$ cat src/core/dpi_pkg.sv
// Constants shared by the digital I/O process image block and its helpers.
// Assumes one 200 MHz clock and a plain word-wide register port.

package dpi_pkg;

  // ==========================================
  // Register port
  localparam int unsigned DPI_AW = 8;
  localparam int unsigned DPI_DW = 32;
  localparam logic [7:0] DPI_OFS_THERM_IN = 8'h00;
  localparam logic [7:0] DPI_OFS_THERM_OUT = 8'h04;
  localparam logic [7:0] DPI_OFS_WIDE_IN = 8'h08;
  localparam logic [7:0] DPI_OFS_DO1 = 8'h0c;
  localparam logic [7:0] DPI_OFS_DO2 = 8'h10;
  localparam logic [7:0] DPI_OFS_DDO = 8'h14;
  localparam logic [7:0] DPI_OFS_ANA = 8'h18;
  localparam logic [7:0] DPI_OFS_IRQ_STAT = 8'h1c;
  localparam logic [7:0] DPI_OFS_IRQ_MASK = 8'h20;

  // ==========================================
  // Channel counts and image sizes
  localparam int unsigned DPI_BYTE = 8;
  localparam int unsigned DPI_THERM_CH = 8;
  localparam int unsigned DPI_WIDE_CH = 16;
  localparam int unsigned DPI_DO2_CH = 2;
  localparam int unsigned DPI_DDO_CH = 4;
  localparam int unsigned DPI_ANA_BYTES = 2;
  localparam int unsigned DPI_DIG_BYTES = 1;

  // ==========================================
  // Field positions
  localparam int unsigned DPI_THERM_FAULT_LSB = 8;
  localparam int unsigned DPI_THERM_OFF_LSB = 8;
  localparam int unsigned DPI_DO1_CTRL_BIT = 0;
  localparam int unsigned DPI_DO1_MAN_BIT = 0;
  localparam int unsigned DPI_DO1_RB_BIT = 8;
  localparam int unsigned DPI_DDO_FAULT_LSB = 8;

  // ==========================================
  // Interrupt sources
  localparam int unsigned DPI_IRQ_W = 3;
  localparam int unsigned DPI_IRQ_THERM_FAULT = 0;
  localparam int unsigned DPI_IRQ_DDO_FAULT = 1;
  localparam int unsigned DPI_IRQ_MANUAL = 2;

  // ==========================================
  // Reset values
  localparam logic [7:0] DPI_THERM_OFF_RST = 8'h00;
  localparam logic [31:0] DPI_WORD_ZERO = 32'h0000_0000;

endpackage

$ cat src/core/dpi_therm_gate.sv
// Thermistor input channel gate: state and fault capture with per-channel switch-off.
// Assumes raw channel levels are synchronous to clk_i.

`timescale 1ns/10ps

module dpi_therm_gate #(
  parameter int unsigned N = 8
) (
  // Clock and reset
  input wire logic clk_i,
  input wire logic sys_rst_i,
  // Channel side
  input wire logic [N-1:0] state_i,
  input wire logic [N-1:0] fault_i,
  input wire logic [N-1:0] off_i,
  // Image side
  output logic [N-1:0] state_o,
  output logic [N-1:0] fault_o,
  output logic new_fault_o
);

  typedef struct packed {
    logic [N-1:0] state;
    logic [N-1:0] fault;
    logic rise;
  } dpi_gate_st_t;

  dpi_gate_st_t st;
  dpi_gate_st_t next_st;

  always_comb
  begin
    next_st = st;
    // Switched-off channels report nothing, so a dead sensor cannot raise faults
    next_st.state = state_i & ~off_i;
    next_st.fault = fault_i & ~off_i;
    next_st.rise = |(next_st.fault & ~st.fault);
  end

  always_ff @(posedge clk_i)
  begin
    if (sys_rst_i)
    begin
      st <= '0;
    end
    else
    begin
      st <= next_st;
    end
  end

  assign state_o = st.state;
  assign fault_o = st.fault;
  assign new_fault_o = st.rise;

endmodule

$ cat src/core/dpi_irq_bank.sv
// Sticky event flags with mask and one level interrupt.
// Assumes events are one-cycle pulses; a one written to a flag clears it.

`timescale 1ns/10ps

module dpi_irq_bank #(
  parameter int unsigned W = 3
) (
  // Clock and reset
  input wire logic clk_i,
  input wire logic sys_rst_i,
  // Events
  input wire logic [W-1:0] event_i,
  // Software access
  input wire logic clr_we_i,
  input wire logic mask_we_i,
  input wire logic [W-1:0] wdata_i,
  output logic [W-1:0] status_o,
  output logic [W-1:0] mask_o,
  output logic irq_o
);

  typedef struct packed {
    logic [W-1:0] status;
    logic [W-1:0] mask;
  } dpi_irq_st_t;

  dpi_irq_st_t st;
  dpi_irq_st_t next_st;

  always_comb
  begin
    next_st = st;
    if (clr_we_i)
    begin
      next_st.status = st.status & ~wdata_i;
    end
    // Set after clear, so an event in the clearing cycle is kept
    next_st.status = next_st.status | event_i;
    if (mask_we_i)
    begin
      next_st.mask = wdata_i;
    end
  end

  always_ff @(posedge clk_i)
  begin
    if (sys_rst_i)
    begin
      st <= '0;
    end
    else
    begin
      st <= next_st;
    end
  end

  assign status_o = st.status;
  assign mask_o = st.mask;
  assign irq_o = |(st.status & st.mask);

endmodule

$ cat src/core/dpi_image.sv
// Digital I/O process image: thermistor input, 16-channel input and output modules.
// Assumes all channel inputs are synchronous to clk_i and a single-master register port.

`timescale 1ns/10ps

// Notes on behaviour
// - The thermistor module uses one logical channel of two input bytes and two output bytes.
// - Thermistor input byte D0 carries the state of channels 1 to 8, channel n at bit n-1.
// - Thermistor input byte D1 carries one wire-break or short-circuit flag per channel, bit n-1.
// - Thermistor output byte D1 bit n-1 at 0 keeps channel n active and at 1 switches it off.
// - The 16-channel input module maps channels 1-8 to bits 0-7 and 9-16 to bits 8-15.
// - Each digital output channel is driven by exactly one dedicated output image bit.
// - Diagnostic outputs report one fault bit per channel next to the data bits to examine.
// - With analog outputs present the digital output data follows them, packed into whole bytes.
// - The single-channel output takes control from bit 0; input bit 0 shows manual mode, bit 1 unused.
// - The two-channel output drives channel 1 from bit 0 and channel 2 from bit 1.
module dpi_image
  import dpi_pkg::*;
#(
  parameter int unsigned THERM_CH = dpi_pkg::DPI_THERM_CH,
  parameter int unsigned DDO_CH = dpi_pkg::DPI_DDO_CH,
  parameter int unsigned ANA_BYTES = dpi_pkg::DPI_ANA_BYTES
) (
  // Clock and reset
  input wire logic clk_i,
  input wire logic sys_rst_i,
  // Register port
  input wire logic [dpi_pkg::DPI_AW-1:0] addr_i,
  input wire logic [dpi_pkg::DPI_DW-1:0] wdata_i,
  input wire logic wr_i,
  input wire logic rd_i,
  output logic [dpi_pkg::DPI_DW-1:0] rdata_o,
  // Thermistor input module
  input wire logic [THERM_CH-1:0] input_state_bit_i,
  input wire logic [THERM_CH-1:0] therm_fault_i,
  output logic [THERM_CH-1:0] channel_switch_off_o,
  // Sixteen-channel input module
  input wire logic [dpi_pkg::DPI_WIDE_CH-1:0] wide_in_i,
  // Single-channel output module
  input wire logic do1_manual_i,
  output logic do1_o,
  // Two-channel output module
  output logic [dpi_pkg::DPI_DO2_CH-1:0] do2_o,
  // Diagnostic output module
  input wire logic [DDO_CH-1:0] ddo_fault_i,
  output logic [DDO_CH-1:0] ddo_o,
  // Packed output image
  output logic [(ANA_BYTES+dpi_pkg::DPI_DIG_BYTES)*dpi_pkg::DPI_BYTE-1:0] out_image_o,
  // Interrupt
  output logic irq_o
);

  import dpi_pkg::*;

  localparam int unsigned ANA_W = ANA_BYTES * DPI_BYTE;
  localparam int unsigned DIG_W = DPI_DIG_BYTES * DPI_BYTE;
  localparam int unsigned DIG_USED = 1 + DPI_DO2_CH + DDO_CH;

  // ==========================================
  // State
  typedef struct packed {
    logic [THERM_CH-1:0] off;
    logic do1;
    logic [DPI_DO2_CH-1:0] do2;
    logic [DDO_CH-1:0] ddo;
    logic [ANA_W-1:0] ana;
    logic [DPI_WIDE_CH-1:0] wide;
    logic manual;
    logic manual_evt;
    logic [DDO_CH-1:0] ddo_fault;
    logic ddo_evt;
    logic [DPI_DW-1:0] rdata;
    logic [ANA_W+DIG_W-1:0] img;
  } dpi_top_st_t;

  dpi_top_st_t st;
  dpi_top_st_t next_st;

  logic [THERM_CH-1:0] therm_state;
  logic [THERM_CH-1:0] therm_fault;
  logic therm_new_fault;
  logic [DPI_IRQ_W-1:0] irq_evt;
  logic [DPI_IRQ_W-1:0] irq_status;
  logic [DPI_IRQ_W-1:0] irq_mask;
  logic wr_stat;
  logic wr_mask;

  // ==========================================
  // Helpers
  // Places a narrow field at a bit position of a read word, rest zero
  function automatic logic [DPI_DW-1:0] place(input logic [DPI_DW-1:0] v, input int unsigned lsb);
    place = v << lsb;
  endfunction

  function automatic logic hit(input logic [DPI_AW-1:0] a, input logic [DPI_AW-1:0] ofs);
    hit = (a == ofs);
  endfunction

  // ==========================================
  // Thermistor channels
  dpi_therm_gate #(
    .N(THERM_CH)
  ) u_therm (
    .clk_i(clk_i),
    .sys_rst_i(sys_rst_i),
    .state_i(input_state_bit_i),
    .fault_i(therm_fault_i),
    .off_i(st.off),
    .state_o(therm_state),
    .fault_o(therm_fault),
    .new_fault_o(therm_new_fault)
  );

  // ==========================================
  // Interrupt flags
  always_comb
  begin
    irq_evt = '0;
    irq_evt[DPI_IRQ_THERM_FAULT] = therm_new_fault;
    irq_evt[DPI_IRQ_DDO_FAULT] = st.ddo_evt;
    irq_evt[DPI_IRQ_MANUAL] = st.manual_evt;
  end

  assign wr_stat = wr_i & hit(addr_i, DPI_OFS_IRQ_STAT);
  assign wr_mask = wr_i & hit(addr_i, DPI_OFS_IRQ_MASK);

  dpi_irq_bank #(
    .W(DPI_IRQ_W)
  ) u_irq (
    .clk_i(clk_i),
    .sys_rst_i(sys_rst_i),
    .event_i(irq_evt),
    .clr_we_i(wr_stat),
    .mask_we_i(wr_mask),
    .wdata_i(wdata_i[DPI_IRQ_W-1:0]),
    .status_o(irq_status),
    .mask_o(irq_mask),
    .irq_o(irq_o)
  );

  // ==========================================
  // Next state
  always_comb
  begin
    next_st = st;

    // Input sampling and change events
    next_st.wide = wide_in_i;
    next_st.manual = do1_manual_i;
    next_st.manual_evt = do1_manual_i ^ st.manual;
    next_st.ddo_fault = ddo_fault_i;
    next_st.ddo_evt = |(ddo_fault_i & ~st.ddo_fault);

    // Writes; only the bits that steer a channel are kept, the rest dropped
    if (wr_i)
    begin
      if (hit(addr_i, DPI_OFS_THERM_OUT))
      begin
        // Reserved low byte is not stored at all
        next_st.off = wdata_i[DPI_THERM_OFF_LSB +: THERM_CH];
      end
      if (hit(addr_i, DPI_OFS_DO1))
      begin
        next_st.do1 = wdata_i[DPI_DO1_CTRL_BIT];
      end
      if (hit(addr_i, DPI_OFS_DO2))
      begin
        next_st.do2 = wdata_i[DPI_DO2_CH-1:0];
      end
      if (hit(addr_i, DPI_OFS_DDO))
      begin
        next_st.ddo = wdata_i[DDO_CH-1:0];
      end
      if (hit(addr_i, DPI_OFS_ANA))
      begin
        next_st.ana = wdata_i[ANA_W-1:0];
      end
    end

    // Read data stands for exactly one cycle after the strobe
    next_st.rdata = DPI_WORD_ZERO;
    if (rd_i)
    begin
      unique case (addr_i)
        DPI_OFS_THERM_IN:
        begin
          next_st.rdata = place(DPI_DW'(therm_state), 0)
            | place(DPI_DW'(therm_fault), DPI_THERM_FAULT_LSB);
        end
        DPI_OFS_THERM_OUT:
        begin
          next_st.rdata = place(DPI_DW'(st.off), DPI_THERM_OFF_LSB);
        end
        DPI_OFS_WIDE_IN:
        begin
          next_st.rdata = place(DPI_DW'(st.wide), 0);
        end
        DPI_OFS_DO1:
        begin
          // Bit 1 of the input byte stays zero
          next_st.rdata = place(DPI_DW'(st.manual), DPI_DO1_MAN_BIT)
            | place(DPI_DW'(st.do1), DPI_DO1_RB_BIT);
        end
        DPI_OFS_DO2:
        begin
          next_st.rdata = place(DPI_DW'(st.do2), 0);
        end
        DPI_OFS_DDO:
        begin
          // Data beside the fault bits, so software can judge both together
          next_st.rdata = place(DPI_DW'(st.ddo), 0)
            | place(DPI_DW'(st.ddo_fault), DPI_DDO_FAULT_LSB);
        end
        DPI_OFS_ANA:
        begin
          next_st.rdata = place(DPI_DW'(st.ana), 0);
        end
        DPI_OFS_IRQ_STAT:
        begin
          next_st.rdata = place(DPI_DW'(irq_status), 0);
        end
        DPI_OFS_IRQ_MASK:
        begin
          next_st.rdata = place(DPI_DW'(irq_mask), 0);
        end
        default:
        begin
          next_st.rdata = DPI_WORD_ZERO;
        end
      endcase
    end

    // Digital bits follow the analog bytes, padded to a whole byte
    // Built from the next values so the image moves in the same cycle as the channel outputs
    next_st.img = {DIG_W'({next_st.ddo, next_st.do2, next_st.do1}), next_st.ana};
  end

  // ==========================================
  // Registers
  always_ff @(posedge clk_i)
  begin
    if (sys_rst_i)
    begin
      st <= '0;
      st.off <= THERM_CH'(DPI_THERM_OFF_RST);
    end
    else
    begin
      st <= next_st;
    end
  end

  // ==========================================
  // Outputs
  // One image bit per output channel, no sharing
  assign channel_switch_off_o = st.off;
  assign do1_o = st.do1;
  assign do2_o = st.do2;
  assign ddo_o = st.ddo;
  assign out_image_o = st.img;
  assign rdata_o = st.rdata;

endmodule

$ cat config.mk
export PLATFORM = sky130hd
export DESIGN_NAME = dpi_image
export DESIGN_NICKNAME = d
export VERILOG_FILES = /design/src/core/dpi_pkg.sv /design/src/core/dpi_therm_gate.sv /design/src/core/dpi_irq_bank.sv /design/src/core/dpi_image.sv
export SDC_FILE = /design/constraint.sdc
export NUM_CORES = 1
export LEC_CHECK = 0
export BUFFER_PORTS_ARGS = -buffer_cell sky130_fd_sc_hd__buf_4
export CAP_MARGIN = 20
export CORE_AREA = 2 2 122 77
export DETAILED_ROUTE_END_ITERATION = 10
export DIE_AREA = 0 0 124 79
export PLACE_DENSITY = 0.8
export SYNTH_ARGS = -nofsm -noshare
export SYNTH_HDL_FRONTEND = slang
export SYNTH_SLANG_ARGS = --single-unit
$ cat constraint.sdc
create_clock -name clk_i -period 1.6 [get_ports clk_i]
set_input_delay 0 -clock clk_i [delete_from_list [all_inputs] [get_ports clk_i]]
set_output_delay 0 -clock clk_i [all_outputs]
set_load 0.1 [all_outputs]
# [Word level (Yosys, flattened, before mapping)]
# Cells that the tools add are included.
[totals] word_cells=57 inputBits=81 ff_bits=133
[classes] n_mux=7 bitwise=18 n_eq_ne=8 reduce_logical=6
[ops] operator="16-bit one-hot mux with 9 select lines" count=1
[ops] operator="8-bit by 5-bit equality test with 1-bit output, second input constant" count=4
[ops] operator="8-bit bitwise AND" count=3
[ops] operator="23-bit 2-to-1 mux" count=1
[ops] operator="8-bit by 4-bit equality test with 1-bit output, second input constant" count=2
[ops] operator="16-bit 2-to-1 mux" count=1
[ops] operator="8-bit NOT" count=2
[ops] operator="8-bit by 16-bit OR with 16-bit output" count=1
[ops] operator="4-bit by 12-bit OR with 12-bit output" count=1
[ops] operator="1-bit by 9-bit OR with 9-bit output" count=1
[ops] operator="8-bit by 3-bit equality test with 1-bit output, second input constant" count=1
[ops] operator="8-bit by 6-bit equality test with 1-bit output, second input constant" count=1
[ops] operator="8-bit zero test" count=1
[ops] operator="8-bit OR reduction" count=1
[ops] operator="3-bit bitwise AND" count=2
[ops] operator="4-bit bitwise AND" count=1
[ops] operator="4-bit 2-to-1 mux" count=1
[ops] operator="4-bit NOT" count=1
[ops] operator="4-bit OR reduction" count=1
[ops] operator="3-bit 2-to-1 mux" count=1
[ops] operator="3-bit NOT" count=1
[ops] operator="3-bit OR" count=1
[ops] operator="3-bit OR reduction" count=1
[ops] operator="1-bit bitwise AND" count=2
[ops] operator="6 further kinds" count=6

# [Depth between registers and ports, before layout]
# Gate-level depths: netlist of run 1.
[logic_depth] depth_word=4 ltp_mapped=6

# [Hierarchy]
# Synthesis of run 1 repeated with hierarchy kept, for this count alone.
[unflattened] cells_unflattened=433 area_unflattened_um2=4316.6
[modules_own_cells] module="dpi_image" area_per_inst_um2=3532.1 n_inst=1 cells_per_inst=364
[modules_own_cells] module="dpi_therm_gate" area_per_inst_um2=560.5 n_inst=1 cells_per_inst=46
[modules_own_cells] module="dpi_irq_bank" area_per_inst_um2=224.0 n_inst=1 cells_per_inst=23

# [Least setup slack after synthesis of run 1]
# Ideal clock, no wire load.
[synth_timing] path_kind="register -> register" from="register, netlist name out_image_o[16]" to="register st (netlist bit rdata_o[8])" synth_period_minus_slack_ns=1.568 path_slack_ns=0.032 arrival_time_ns=1.498 t_required_ns=1.529 path_stages_with_launch=4 path_buffers=0 path_cell_list="dfxtp_1 > mux4_2 > nand2_1 > a21oi_1"
[synth_lines] element="to (signal assigned)" line="dpi_image.sv:249" text="st <= next_st;"
[synth_lines] element="to (decl)" line="dpi_image.sv:76" text="dpi_top_st_t st;"

# [Worst setup path in the final report of run 1]
[layout_timing] from="register u_irq.st (netlist bit u_irq.status_o[1])" to="output port irq_o"
[layout_via] elab_chain_len=2
[layout_rtl] element="from (decl)" line="dpi_irq_bank.sv:28" text="dpi_irq_st_t st;"
[layout_rtl] element="from (signal assigned)" line="dpi_irq_bank.sv:54" text="st <= next_st;"
[layout_rtl] element="3-bit bitwise AND" line="dpi_irq_bank.sv:60" text="assign irq_o = |(st.status & st.mask);"
[layout_rtl] element="3-bit OR reduction" line="dpi_irq_bank.sv:60"
[layout_rtl] element="to (decl)" line="dpi_image.sv:50" text="output logic irq_o"
# Every way passes these cells.

==> flow_summary.yaml, run 1 <==
synth:
  seq_area_frac_synth_pct: 44.8
  dominantRegCellSynth: "sky130_fd_sc_hd__dfxtp_1"
  netlist_area_um2: 4160
  synth_warn: 0
  yosys.area_share.adder_pct: 0
  netlist_top_cells_area: "sky130_fd_sc_hd__dfxtp_1 (45%), sky130_fd_sc_hd__buf_4 (13%), sky130_fd_sc_hd__mux2i_1 (8.9%), sky130_fd_sc_hd__nor2_1 (4.8%), sky130_fd_sc_hd__nor3b_1 (3.2%)"
  synth_cells: 437
  yosys.area.top_type: "sky130_fd_sc_hd__dfxtp_1"
  synth.most_common_cell: "sky130_fd_sc_hd__dfxtp_1"
  synth_top_family_by_area: "simple AND/OR/NAND/NOR gates"
  yosys.area_share.xor_xnor_pct: 0.211
  basic_gate_share_of_the_synthesized_area_counting_and_or_nand_and_nor_cells_pct: 18.9
  yosys-mux-area-fraction_pct: 10.3
  async_reset_ff_share_pct: 0
  synth_cell_type_count: 44
  synth.cells.most_frequent: "sky130_fd_sc_hd__dfxtp_1 (93), sky130_fd_sc_hd__buf_4 (71), sky130_fd_sc_hd__nor2_1 (53), sky130_fd_sc_hd__mux2i_1 (37), sky130_fd_sc_hd__nor2b_1 (21)"
  synth-compound-area-share_pct: 10.3
  synth.ff_latch_count: 93
  synth.top_cell.area_share_pct: 44.8
  synth-edff-count: 0
  postSynthAreaPerCell_um2: 9.52
clocking:
  number_of_levels_in_the_clock_h_tree: 3
  clock_insertion_delay_worst_skew_ns: 0.35
  ctsHoldBuffers: 55
  cts.repair_timing.setup_buffer_count: 0
  tritoncts: "built"
  clock_root_buffer: "sky130_fd_sc_hd__clkbuf_16"
  numClockSinks: 93
  cts.repair.resized: 0
  clock_path_buffers: 2
  clk_pin_slew_worst_paths_ns: 0.07
  cts_made_buffers: 9
global_route:
  global_route.overflow_total: 0
  grt_overall_usage_pct: 24.3
  grt_antenna_before_repair: 0
  maximum_number_of_pins_on_one_net_before_global_route_repair: 61
  first_pass_grt_wire_length_um: 17800
  number_of_global_route_vias_before_repair: 3413
setup_path:
  rr_endpoint: "rdata_o[1]"
  reg2regPathDepth: 3
  cp_num_buf_inv: 2
  critical_path_class: "reg -> out"
  crit_required_ns: 1.60
  worst_path_max_delay_cell: "sky130_fd_sc_hd__a222oi_1"
  reg2reg_from: "u_irq.status_o[1]"
  timing.critical_path.from_type: "register"
  critical_path_arrival_ns: 1.36
  timing.critical_path.fanout_max: 3
  cp_top_family: "compound AO/OA/AOI/OAI gates"
  critical-path-max-stage-delay_ns: 0.36
  end_kind: "output pin"
  timing.critical_path.cells: "a222oi_1, inv_1, buf_4"
  register_to_register_setup_slack_ns: 0.45
worst_hold_path:
  min_to: "rdata_o[2]"
  timing.hold.worst.class: "in -> reg"
  hold_path_depth: 3
  worst_hold_start: "addr_i[4]"
placement:
  place_hpwl_um: 8120
  gp_routability_congestion: 0.927
  buffer_ports.inserted: 119
route:
  detail_route.wirelength_um: 11700
  via_per_inst: 5.14
  total_via_count_after_detailed_routing: 3532
  detailedRoute.firstIterationViolations: 236
  drc_errors: 0
  drt-wirelength-per-cell_um: 17.0
  postRouteAntennaNets: 0
  detail_route.first_pass.iterations: 5
final_layout:
  relative_area_change_from_synthesis_to_final_layout_pct: 36.8
  layout.core_utilization_pct: 64.8
  drive_above_1_share_pct: 28.7
  final_net_count: 647
  antenna_cells: 0
timing:
  count_of_final_setup_violators: 0
  final_max_slew_viol_count: 0
  fin_worst_skew_ns: 0.0102
  final-hold-violation-count: 0
  finalWorstPathRequiredPeriod_ns: 1.36
  fin_crit_sh_pct: 84.9
  fmax_ghz: 0.736
  rsz0062_at_grt: "false"
power:
  power.static_leakage_nw: 2.58
  switchingPower_mw: 1.29
  maximum_vdd_drop_mv: 0.559
  internal_power_mw: 4.09
  share_clk_of_total_power_pct: 42.5
  power.density_cell_area_nw_per_um2: 945
  sw_ratio_pct: 23.9
  power_frac_seq_pct: 44.8
  combinationalPowerShare_pct: 12.8
  post-layout-total-power_mw: 5.38
run:
  maxCapViolations: 0
floorplanning:
  fp.coreArea_um2: 8780
  core.rowCount: 27
  die-area_um2: 9800
  die_height_um: 79
  die_w_um: 124
  start_util_pct: 47.4
  design.portCount: 153
status:
  outcome: "finished, final reports clean"
==> cell usage in the layout, fill, tap and decap left out, types with 7 or more instances in the layout <==
master | synthesis | routed
sky130_fd_sc_hd__nor3b_1 | 18 | 18
sky130_fd_sc_hd__o2bb2ai_1 | 7 | 7
sky130_fd_sc_hd__a22o_1 | 9 | 9
sky130_fd_sc_hd__nand2_1 | 18 | 18
sky130_fd_sc_hd__clkbuf_16 | 0 | 9
sky130_fd_sc_hd__buf_4 | 71 | 138
sky130_fd_sc_hd__conb_1 | 1 | 17
sky130_fd_sc_hd__a21oi_1 | 17 | 17
sky130_fd_sc_hd__dlygate4sd3_1 | 0 | 55
sky130_fd_sc_hd__dfxtp_1 | 93 | 93
sky130_fd_sc_hd__nor2b_1 | 21 | 21
sky130_fd_sc_hd__nor2_1 | 53 | 53
sky130_fd_sc_hd__mux2i_1 | 37 | 37
sky130_fd_sc_hd__nand3_1 | 8 | 8
sky130_fd_sc_hd__a22oi_1 | 14 | 14
==> worst min-delay path, stage by stage <==
cell and delay, ns:
sky130_fd_sc_hd__buf_4 0.17, sky130_fd_sc_hd__nand3_1 0.09, sky130_fd_sc_hd__a21oi_1 0.06
==> sequential cells by signal, summed over array words and instances (netlist names) <==
name / flops
u_irq.status_o: 3
irq_evt: 2
ddo_o: 4
rdata_o: 16
out_image_o: 3
channel_switch_off_o: 8
u_therm.fault_o: 8
do2_o: 1
u_therm.new_fault_o: 1
u_therm.state_o: 8
u_irq.mask_o: 3
st: 36
==> power groups by stage <==
stage	clock [mW]	sequential (mW)	combinational, mW
final	2.28	2.41	0.687
after global routing	2.44	2.41	0.724
after CTS	2.32	2.41	0.680
after detailed placement	0	2.46	0.569
after global placement	0	2.46	0.562
after floorplan	0	2.45	0.391
==> kinds of logic (layout without fill, tap and decap cells) <==
family / after synthesis / count (layout)
xor+xnor: 1 / 1
compound gates: 60 / 60
buf+inv: 99 / 217
mux: 40 / 40
flops: 93 / 93
simple gates: 143 / 143
other cells: 1 / 17
==> routing by layer <==
metal,track usage [%],up-vias,wire (um)
met5,0,-,0
met3,8.98,11,1100
li1,-,1685,-
met1,33.5,1675,5400
met2,36.4,161,5080
met4,5.17,0,102
==> final cells by class <==
cell class / instances / area, um^2
clock buffers: 13 / 250
clock inverters: 3 / 68.8
well taps: 116 / 145
inverters: 6 / 22.5
fillers: 711 / 3100
flip-flops and latches: 93 / 1860
multi-input cells: 261 / 1710
repair buffers: 195 / 1630
==> through the flow <==
stage / TNS [ns] / hold WS (ns) / worst slack, ns / area, um^2 / std cells
2_1_floorplan: 0 / 0.128 / 0.0318 / 4220 / 453
3_3_place_gp: -0.0175 / 0.217 / -0.00927 / 4820 / 616
3_5_place_dp: -0.0339 / 0.218 / -0.0260 / 4820 / 616
4_1_cts: 0 / 0.00516 / 0.222 / 5690 / 687
5_1_grt: 0 / 0.0411 / 0.146 / 5690 / 687
6_report: 0 / 0.0260 / 0.241 / 5690 / 687
==> worst max path at each step <==
stage | from | end | slack [ns] | depth (start not counted)
6_report | u_irq.status_o[1] | irq_o | 0.24 | 3
3_5_place_dp | addr_i[2] | u_irq.mask_o[2] | -0.03 | 5
3_3_place_gp | addr_i[2] | u_irq.mask_o[1] | -0.009 | 5
5_1_grt | u_irq.status_o[1] | irq_o | 0.15 | 3
4_1_cts | u_irq.status_o[1] | irq_o | 0.22 | 3
2_1_floorplan | out_image_o[16] | rdata_o[8] | 0.03 | 3
Note: power is estimated with default switching activity, not from simulation.
==> inputs of run 2 (changes only) <==
- CORE_AREA: 2 2 122 77 -> 2 2 128 80
- DIE_AREA: 0 0 124 79 -> 0 0 130 82
- PLACE_DENSITY: 0.8 -> 0.77
- clock period: 1.6 -> 1.2 ns (I/O delays scaled with it)
==> flow_summary.yaml, run 2 (synthesis results as in run 1) <==
power:
  power.density_cell_area_nw_per_um2: 1230
  power.static_leakage_nw: 2.67
  maximum_vdd_drop_mv: 0.925
route:
  drt-wirelength-per-cell_um: 16.8
  detailedRoute.firstIterationViolations: 270
  drc_errors: 0
  postRouteAntennaNets: 0
  detail_route.wirelength_um: 12100
  detail_route.first_pass.iterations: 5
  via_per_inst: 4.97
  total_via_count_after_detailed_routing: 3577
final_layout:
  registers.top_by_ff_count: "st"
  antenna_cells: 0
  layout.core_utilization_pct: 61.6
  leading_cell_type_in_the_layout_fill_and_taps_excluded: "sky130_fd_sc_hd__buf_4"
  fillCellCount: 780
  relative_area_change_from_synthesis_to_final_layout_pct: 41.8
  final_net_count: 661
  drive_above_1_share_pct: 31.6
  top_library_cells_by_usage_in_the_layout_fill_and_taps_aside: "sky130_fd_sc_hd__buf_4 (146), sky130_fd_sc_hd__dfxtp_1 (91), sky130_fd_sc_hd__dlygate4sd3_1 (55), sky130_fd_sc_hd__nor2_1 (53), sky130_fd_sc_hd__mux2i_1 (37)"
  finish.cell_count_without_fillers: 720
  max_ffs_per_register: 36
placement:
  buffer_ports.inserted: 119
  place_hpwl_um: 8580
  gp_routability_congestion: 1.00
  place.detailed.instances: 649
timing:
  count_of_final_setup_violators: 1
  relSlewSlack_pct: 66.5
  fin_crit_sh_pct: 110
  final-hold-violation-count: 0
  worst_setup_margin_ns: -0.124
  rsz0062_at_grt: "true"
  fmax_ghz: 0.755
  finalWorstPathRequiredPeriod_ns: 1.32
  final_max_slew_viol_count: 0
  finalHoldWorstSlack_ns: 0.0565
  fin_worst_skew_ns: 0.00837
  setup_tns_ns: -0.124
  max_slew.worst_pin.slew_ns: 0.495
global_route:
  maximum_number_of_pins_on_one_net_before_global_route_repair: 23
  grt_antenna_before_repair: 0
  grt_overall_usage_pct: 23.1
  first_pass_grt_wire_length_um: 18200
  number_of_global_route_vias_before_repair: 3473
  global_route.overflow_total: 0
setup_path:
  critical_path_class: "reg -> out"
  crit_required_ns: 1.20
  crit_path_start: "u_irq.mask_o[1]"
  critical_path_arrival_ns: 1.32
  timing.critical_path.from_type: "register"
  end_kind: "output pin"
  reg2reg_from: "ddo_o[2]"
  timing.critical_path.cells: "a222oi_1, inv_1, buf_6"
  worst_path_max_delay_cell: "sky130_fd_sc_hd__a222oi_1"
  critical-path-max-stage-delay_ns: 0.36
  timing.critical_path.fanout_max: 3
worst_hold_path:
  worst_hold_start: "addr_i[4]"
  timing.hold.worst.class: "in -> reg"
floorplanning:
  start_util_pct: 43.5
  fp.coreArea_um2: 9560
  core.rowCount: 28
  die_height_um: 82
  die_w_um: 130
  die-area_um2: 10700
  design.portCount: 153
clocking:
  cts_made_buffers: 9
  clock_insertion_delay_worst_skew_ns: 0.35
  numClockSinks: 93
  clk_pin_slew_worst_paths_ns: 0.07
  tritoncts: "built"
  clock_path_buffers: 2
  number_of_levels_in_the_clock_h_tree: 3
  cts.repair_timing.setup_buffer_count: 0
  clock_root_buffer: "sky130_fd_sc_hd__clkbuf_16"
status:
  violations: "negative setup slack"
  outcome: "complete, but fails checks"
run:
  maxCapViolations: 0
## run 2: changes by cell type in the layout (fill, tap and decap cells not counted), moves of 2 or more
| cell | delta |
|---|---|
| sky130_fd_sc_hd__buf_4 | +8 |
| sky130_fd_sc_hd__buf_6 | +6 |
| sky130_fd_sc_hd__clkbuf_1 | -2 |
| sky130_fd_sc_hd__clkinv_2 | +2 |
| sky130_fd_sc_hd__dfxtp_1 | -2 |
| sky130_fd_sc_hd__dfxtp_2 | +2 |
| sky130_fd_sc_hd__nor4b_2 | -2 |
| sky130_fd_sc_hd__nor4b_4 | +2 |
## run 2: through the flow
stage	power [mW]	worst slack [ns]	instance area (um^2)
after floorplan	3.79	-0.252	4260
after global placement	4.05	-0.353	4980
after detailed placement	4.07	-0.401	4980
after CTS	7.29	-0.140	5870
after global routing	7.46	-0.159	5900
final	7.25	-0.124	5900
## run 2: critical path: cells and delay by family (launching register included)
family	cells	cell delay, ns
buffers and inverters	2	0.28
flip-flops	1	0.33
AO/OA/AOI/OAI	1	0.36
## run 2: repair_timing
action                                 in CTS  in global routing
resized for setup                           3                  7
endpoints found under the hold margin      73                  0
hold buffers                               55                  0
setup endpoints to repair                   5                 20
pin swaps                                   1                  1
## run 2: path summary, 6_finish.rpt
| path | endpoint | slack [ns] | cells past startpoint |
|---|---|---|---|
| setup / recovery | irq_o | -0.12 | 3 |
| hold / removal | rdata_o[3] | 0.06 | 3 |
| setup reg to reg | rdata_o[2] | 0.07 | 4 |
| hold reg to reg | u_irq.status_o[2] | 0.44 | 2 |
## run 2: cell type report
cell class              count  area (um^2)  share of cell area (%)
well taps                 135          169                    2.87
clock buffers              12          256                    4.35
clock inverters             4         70.1                    1.19
multi-input cells         261         1760                    29.8
inverters                   6         22.5                   0.382
flip-flops and latches     93         1860                    31.6
repair buffers            209         1750                    29.8
## run 2: power breakdown
group | internal [mW] | switching (mW)
combinational | 0.411 | 0.541
clock | 1.93 | 1.16
sequential | 3.17 | 0.0409
total | 5.51 | 1.74
## run 2: routing by layer
layer / part of all wire [%] / global-route usage (%) / up-vias
met5: 0 / 0 / -
met2: 43 / 35.4 / 160
met1: 49 / 31.9 / 1697
met3: 6.7 / 6.32 / 15
met4: 1.4 / 7.31 / 0
li1: - / - / 1705
==> inputs of run 3 (changes only) <==
- BUFFER_PORTS_ARGS: -buffer_cell sky130_fd_sc_hd__buf_4 -> default
- CORE_AREA: 2 2 128 80 -> 2 2 121 76
- DIE_AREA: 0 0 130 82 -> 0 0 123 78
- DONT_BUFFER_PORTS: default -> 1
- HOLD_SLACK_MARGIN: default -> 0.1
- PLACE_DENSITY: 0.77 -> 0.69
- SLEW_MARGIN: default -> 20
==> flow_summary.yaml, run 3 (synthesis results as in run 1) <==
status:
  outcome: "complete, but fails checks"
  violations: "negative hold slack, negative setup slack"
floorplanning:
  start_util_pct: 49.6
  die_height_um: 78
  die-area_um2: 9590
  fp.coreArea_um2: 8390
  design.portCount: 153
  core.rowCount: 26
  die_w_um: 123
timing:
  fin_crit_sh_pct: 113
  final-hold-violation-count: 62
  relSlewSlack_pct: 63.9
  fin_worst_skew_ns: 0.00353
  fmax_ghz: 0.739
  finalWorstPathRequiredPeriod_ns: 1.35
  max_slew.worst_pin.slew_ns: 0.545
  finalHoldWorstSlack_ns: -0.243
  final_max_slew_viol_count: 0
  rsz0062_at_grt: "true"
  count_of_final_setup_violators: 1
  worst_setup_margin_ns: -0.154
route:
  drc_errors: 0
  detail_route.wirelength_um: 11400
  detail_route.first_pass.iterations: 5
  total_via_count_after_detailed_routing: 3201
  via_per_inst: 5.50
  detailedRoute.firstIterationViolations: 281
  postRouteAntennaNets: 0
  drt-wirelength-per-cell_um: 19.6
power:
  power.density_cell_area_nw_per_um2: 1360
  combinationalPowerShare_pct: 8.3
  share_clk_of_total_power_pct: 44.4
  sw_ratio_pct: 22.9
  switchingPower_mw: 1.56
  power_frac_seq_pct: 47.3
  power.static_leakage_nw: 2.17
  internal_power_mw: 5.24
  maximum_vdd_drop_mv: 0.865
setup_path:
  reg2regPathDepth: 3
  end_kind: "output pin"
  timing.critical_path.from_type: "register"
  critical-path-max-stage-delay_ns: 0.35
  critical_path_arrival_ns: 1.35
  rr_endpoint: "u_irq.status_o[2]"
  reg2reg_from: "u_irq.status_o[2]"
  timing.critical_path.fanout_max: 3
  register_to_register_setup_slack_ns: 0.03
  worst_path_max_delay_cell: "sky130_fd_sc_hd__a222oi_1"
  timing.critical_path.cells: "a222oi_1, inv_1, buf_12"
  crit_required_ns: 1.20
  critical_path_class: "reg -> out"
global_route:
  global_route.overflow_total: 0
  number_of_global_route_vias_before_repair: 2945
  grt_overall_usage_pct: 23.8
  maximum_number_of_pins_on_one_net_before_global_route_repair: 80
  grt_antenna_before_repair: 2
  first_pass_grt_wire_length_um: 16700
clocking:
  clock_root_buffer: "sky130_fd_sc_hd__clkbuf_16"
  tritoncts: "built"
  clock_insertion_delay_worst_skew_ns: 0.34
  number_of_levels_in_the_clock_h_tree: 3
  clock_path_buffers: 2
  cts_made_buffers: 9
  clk_pin_slew_worst_paths_ns: 0.06
  numClockSinks: 93
worst_hold_path:
  hold_path_depth: 1
  worst_hold_start: "sys_rst_i"
  min_to: "u_therm.state_o[3]"
  timing.hold.worst.class: "in -> reg"
placement:
  post-place-ws_ns: -0.275
  place_hpwl_um: 8160
  place.detailed.instances: 536
  buffer_ports.inserted: 0
  gp_routability_congestion: 0.890
final_layout:
  finish.cell_count_without_fillers: 582
  relative_area_change_from_synthesis_to_final_layout_pct: 20.0
  layout.core_utilization_pct: 59.5
  max_ffs_per_register: 36
  final_net_count: 547
  leading_cell_type_in_the_layout_fill_and_taps_excluded: "sky130_fd_sc_hd__dfxtp_1"
  antenna_cells: 0
  registers.top_by_ff_count: "st"
  drive_above_1_share_pct: 22.8
  top_library_cells_by_usage_in_the_layout_fill_and_taps_aside: "sky130_fd_sc_hd__dfxtp_1 (81), sky130_fd_sc_hd__nor2_1 (53), sky130_fd_sc_hd__buf_4 (53), sky130_fd_sc_hd__mux2i_1 (37), sky130_fd_sc_hd__dlygate4sd3_1 (29)"
run:
  maxCapViolations: 0
-- run 3: cell count changes in the layout (fill, tap and decap cells not counted), sizes merged --
cell,change
clkinvlp,+1
clkinv,-1
buf,-88
dlygate4sd3,-26
clkbuf,-1
-- run 3: worst max-delay path: cells and delay by family, from the launching register on --
family / cells / cell delay [ns]
compound gates: 1 / 0.35
flops: 1 / 0.34
buf+inv: 2 / 0.33
-- run 3: area by class of cell --
class,count,area [um^2]
Clock buffer,11,243
Timing Repair Buffer,95,870
Multi-Input combinational cell,261,1770
Tap cell,112,140
Sequential cell,93,1880
Inverter,6,22.5
Fill cell,719,3400
Clock inverter,4,72.6
-- run 3: layer usage --
| metal | GRT usage, % | share of wire (%) | up-vias |
|---|---|---|---|
| li1 | - | - | 1482 |
| met1 | 35.2 | 50 | 1527 |
| met2 | 31.4 | 39 | 169 |
| met3 | 9.26 | 9.7 | 19 |
| met4 | 7.05 | 1.2 | 4 |
| met5 | 0 | 0.26 | - |
-- run 3: power groups by stage --
stage          Clock, mW  Combinational [mW]  Sequential [mW]
2_1_floorplan          0               0.527             3.26
3_3_place_gp           0               0.458             3.28
3_5_place_dp           0               0.465             3.28
4_1_cts             3.05               0.542             3.21
5_1_grt             3.18               0.593             3.22
6_report            3.02               0.562             3.22
-- run 3: metrics by stage --
stage	setup TNS [ns]	instance area, um^2	power, mW
5_1_grt	-0.161	4990	6.99
6_report	-0.154	4990	6.79
3_3_place_gp	-1.50	4310	3.74
3_5_place_dp	-2.36	4310	3.74
4_1_cts	-0.134	4920	6.81
2_1_floorplan	-2.37	4260	3.79
-- run 3: worst max path at each step --
stage / start / end / slack (ns) / cells past startpoint
6_report: u_irq.status_o[1] / irq_o / -0.15 / 3
3_3_place_gp: addr_i[2] / u_irq.mask_o[0] / -0.22 / 4
3_5_place_dp: addr_i[2] / u_irq.mask_o[1] / -0.28 / 4
2_1_floorplan: addr_i[2] / u_irq.mask_o[0] / -0.25 / 5
4_1_cts: u_irq.mask_o[1] / irq_o / -0.13 / 3
5_1_grt: u_irq.status_o[1] / irq_o / -0.16 / 3
-- run 3: repair_timing --
action / in CTS / in global routing
hold endpoints to repair: 93 / 65
resized for setup: 3 / 15
hold buffers: 28 / 2
setup endpoints to repair: 2 / 18
setup buffers: 1 / 1
pin swaps: 1 / 2
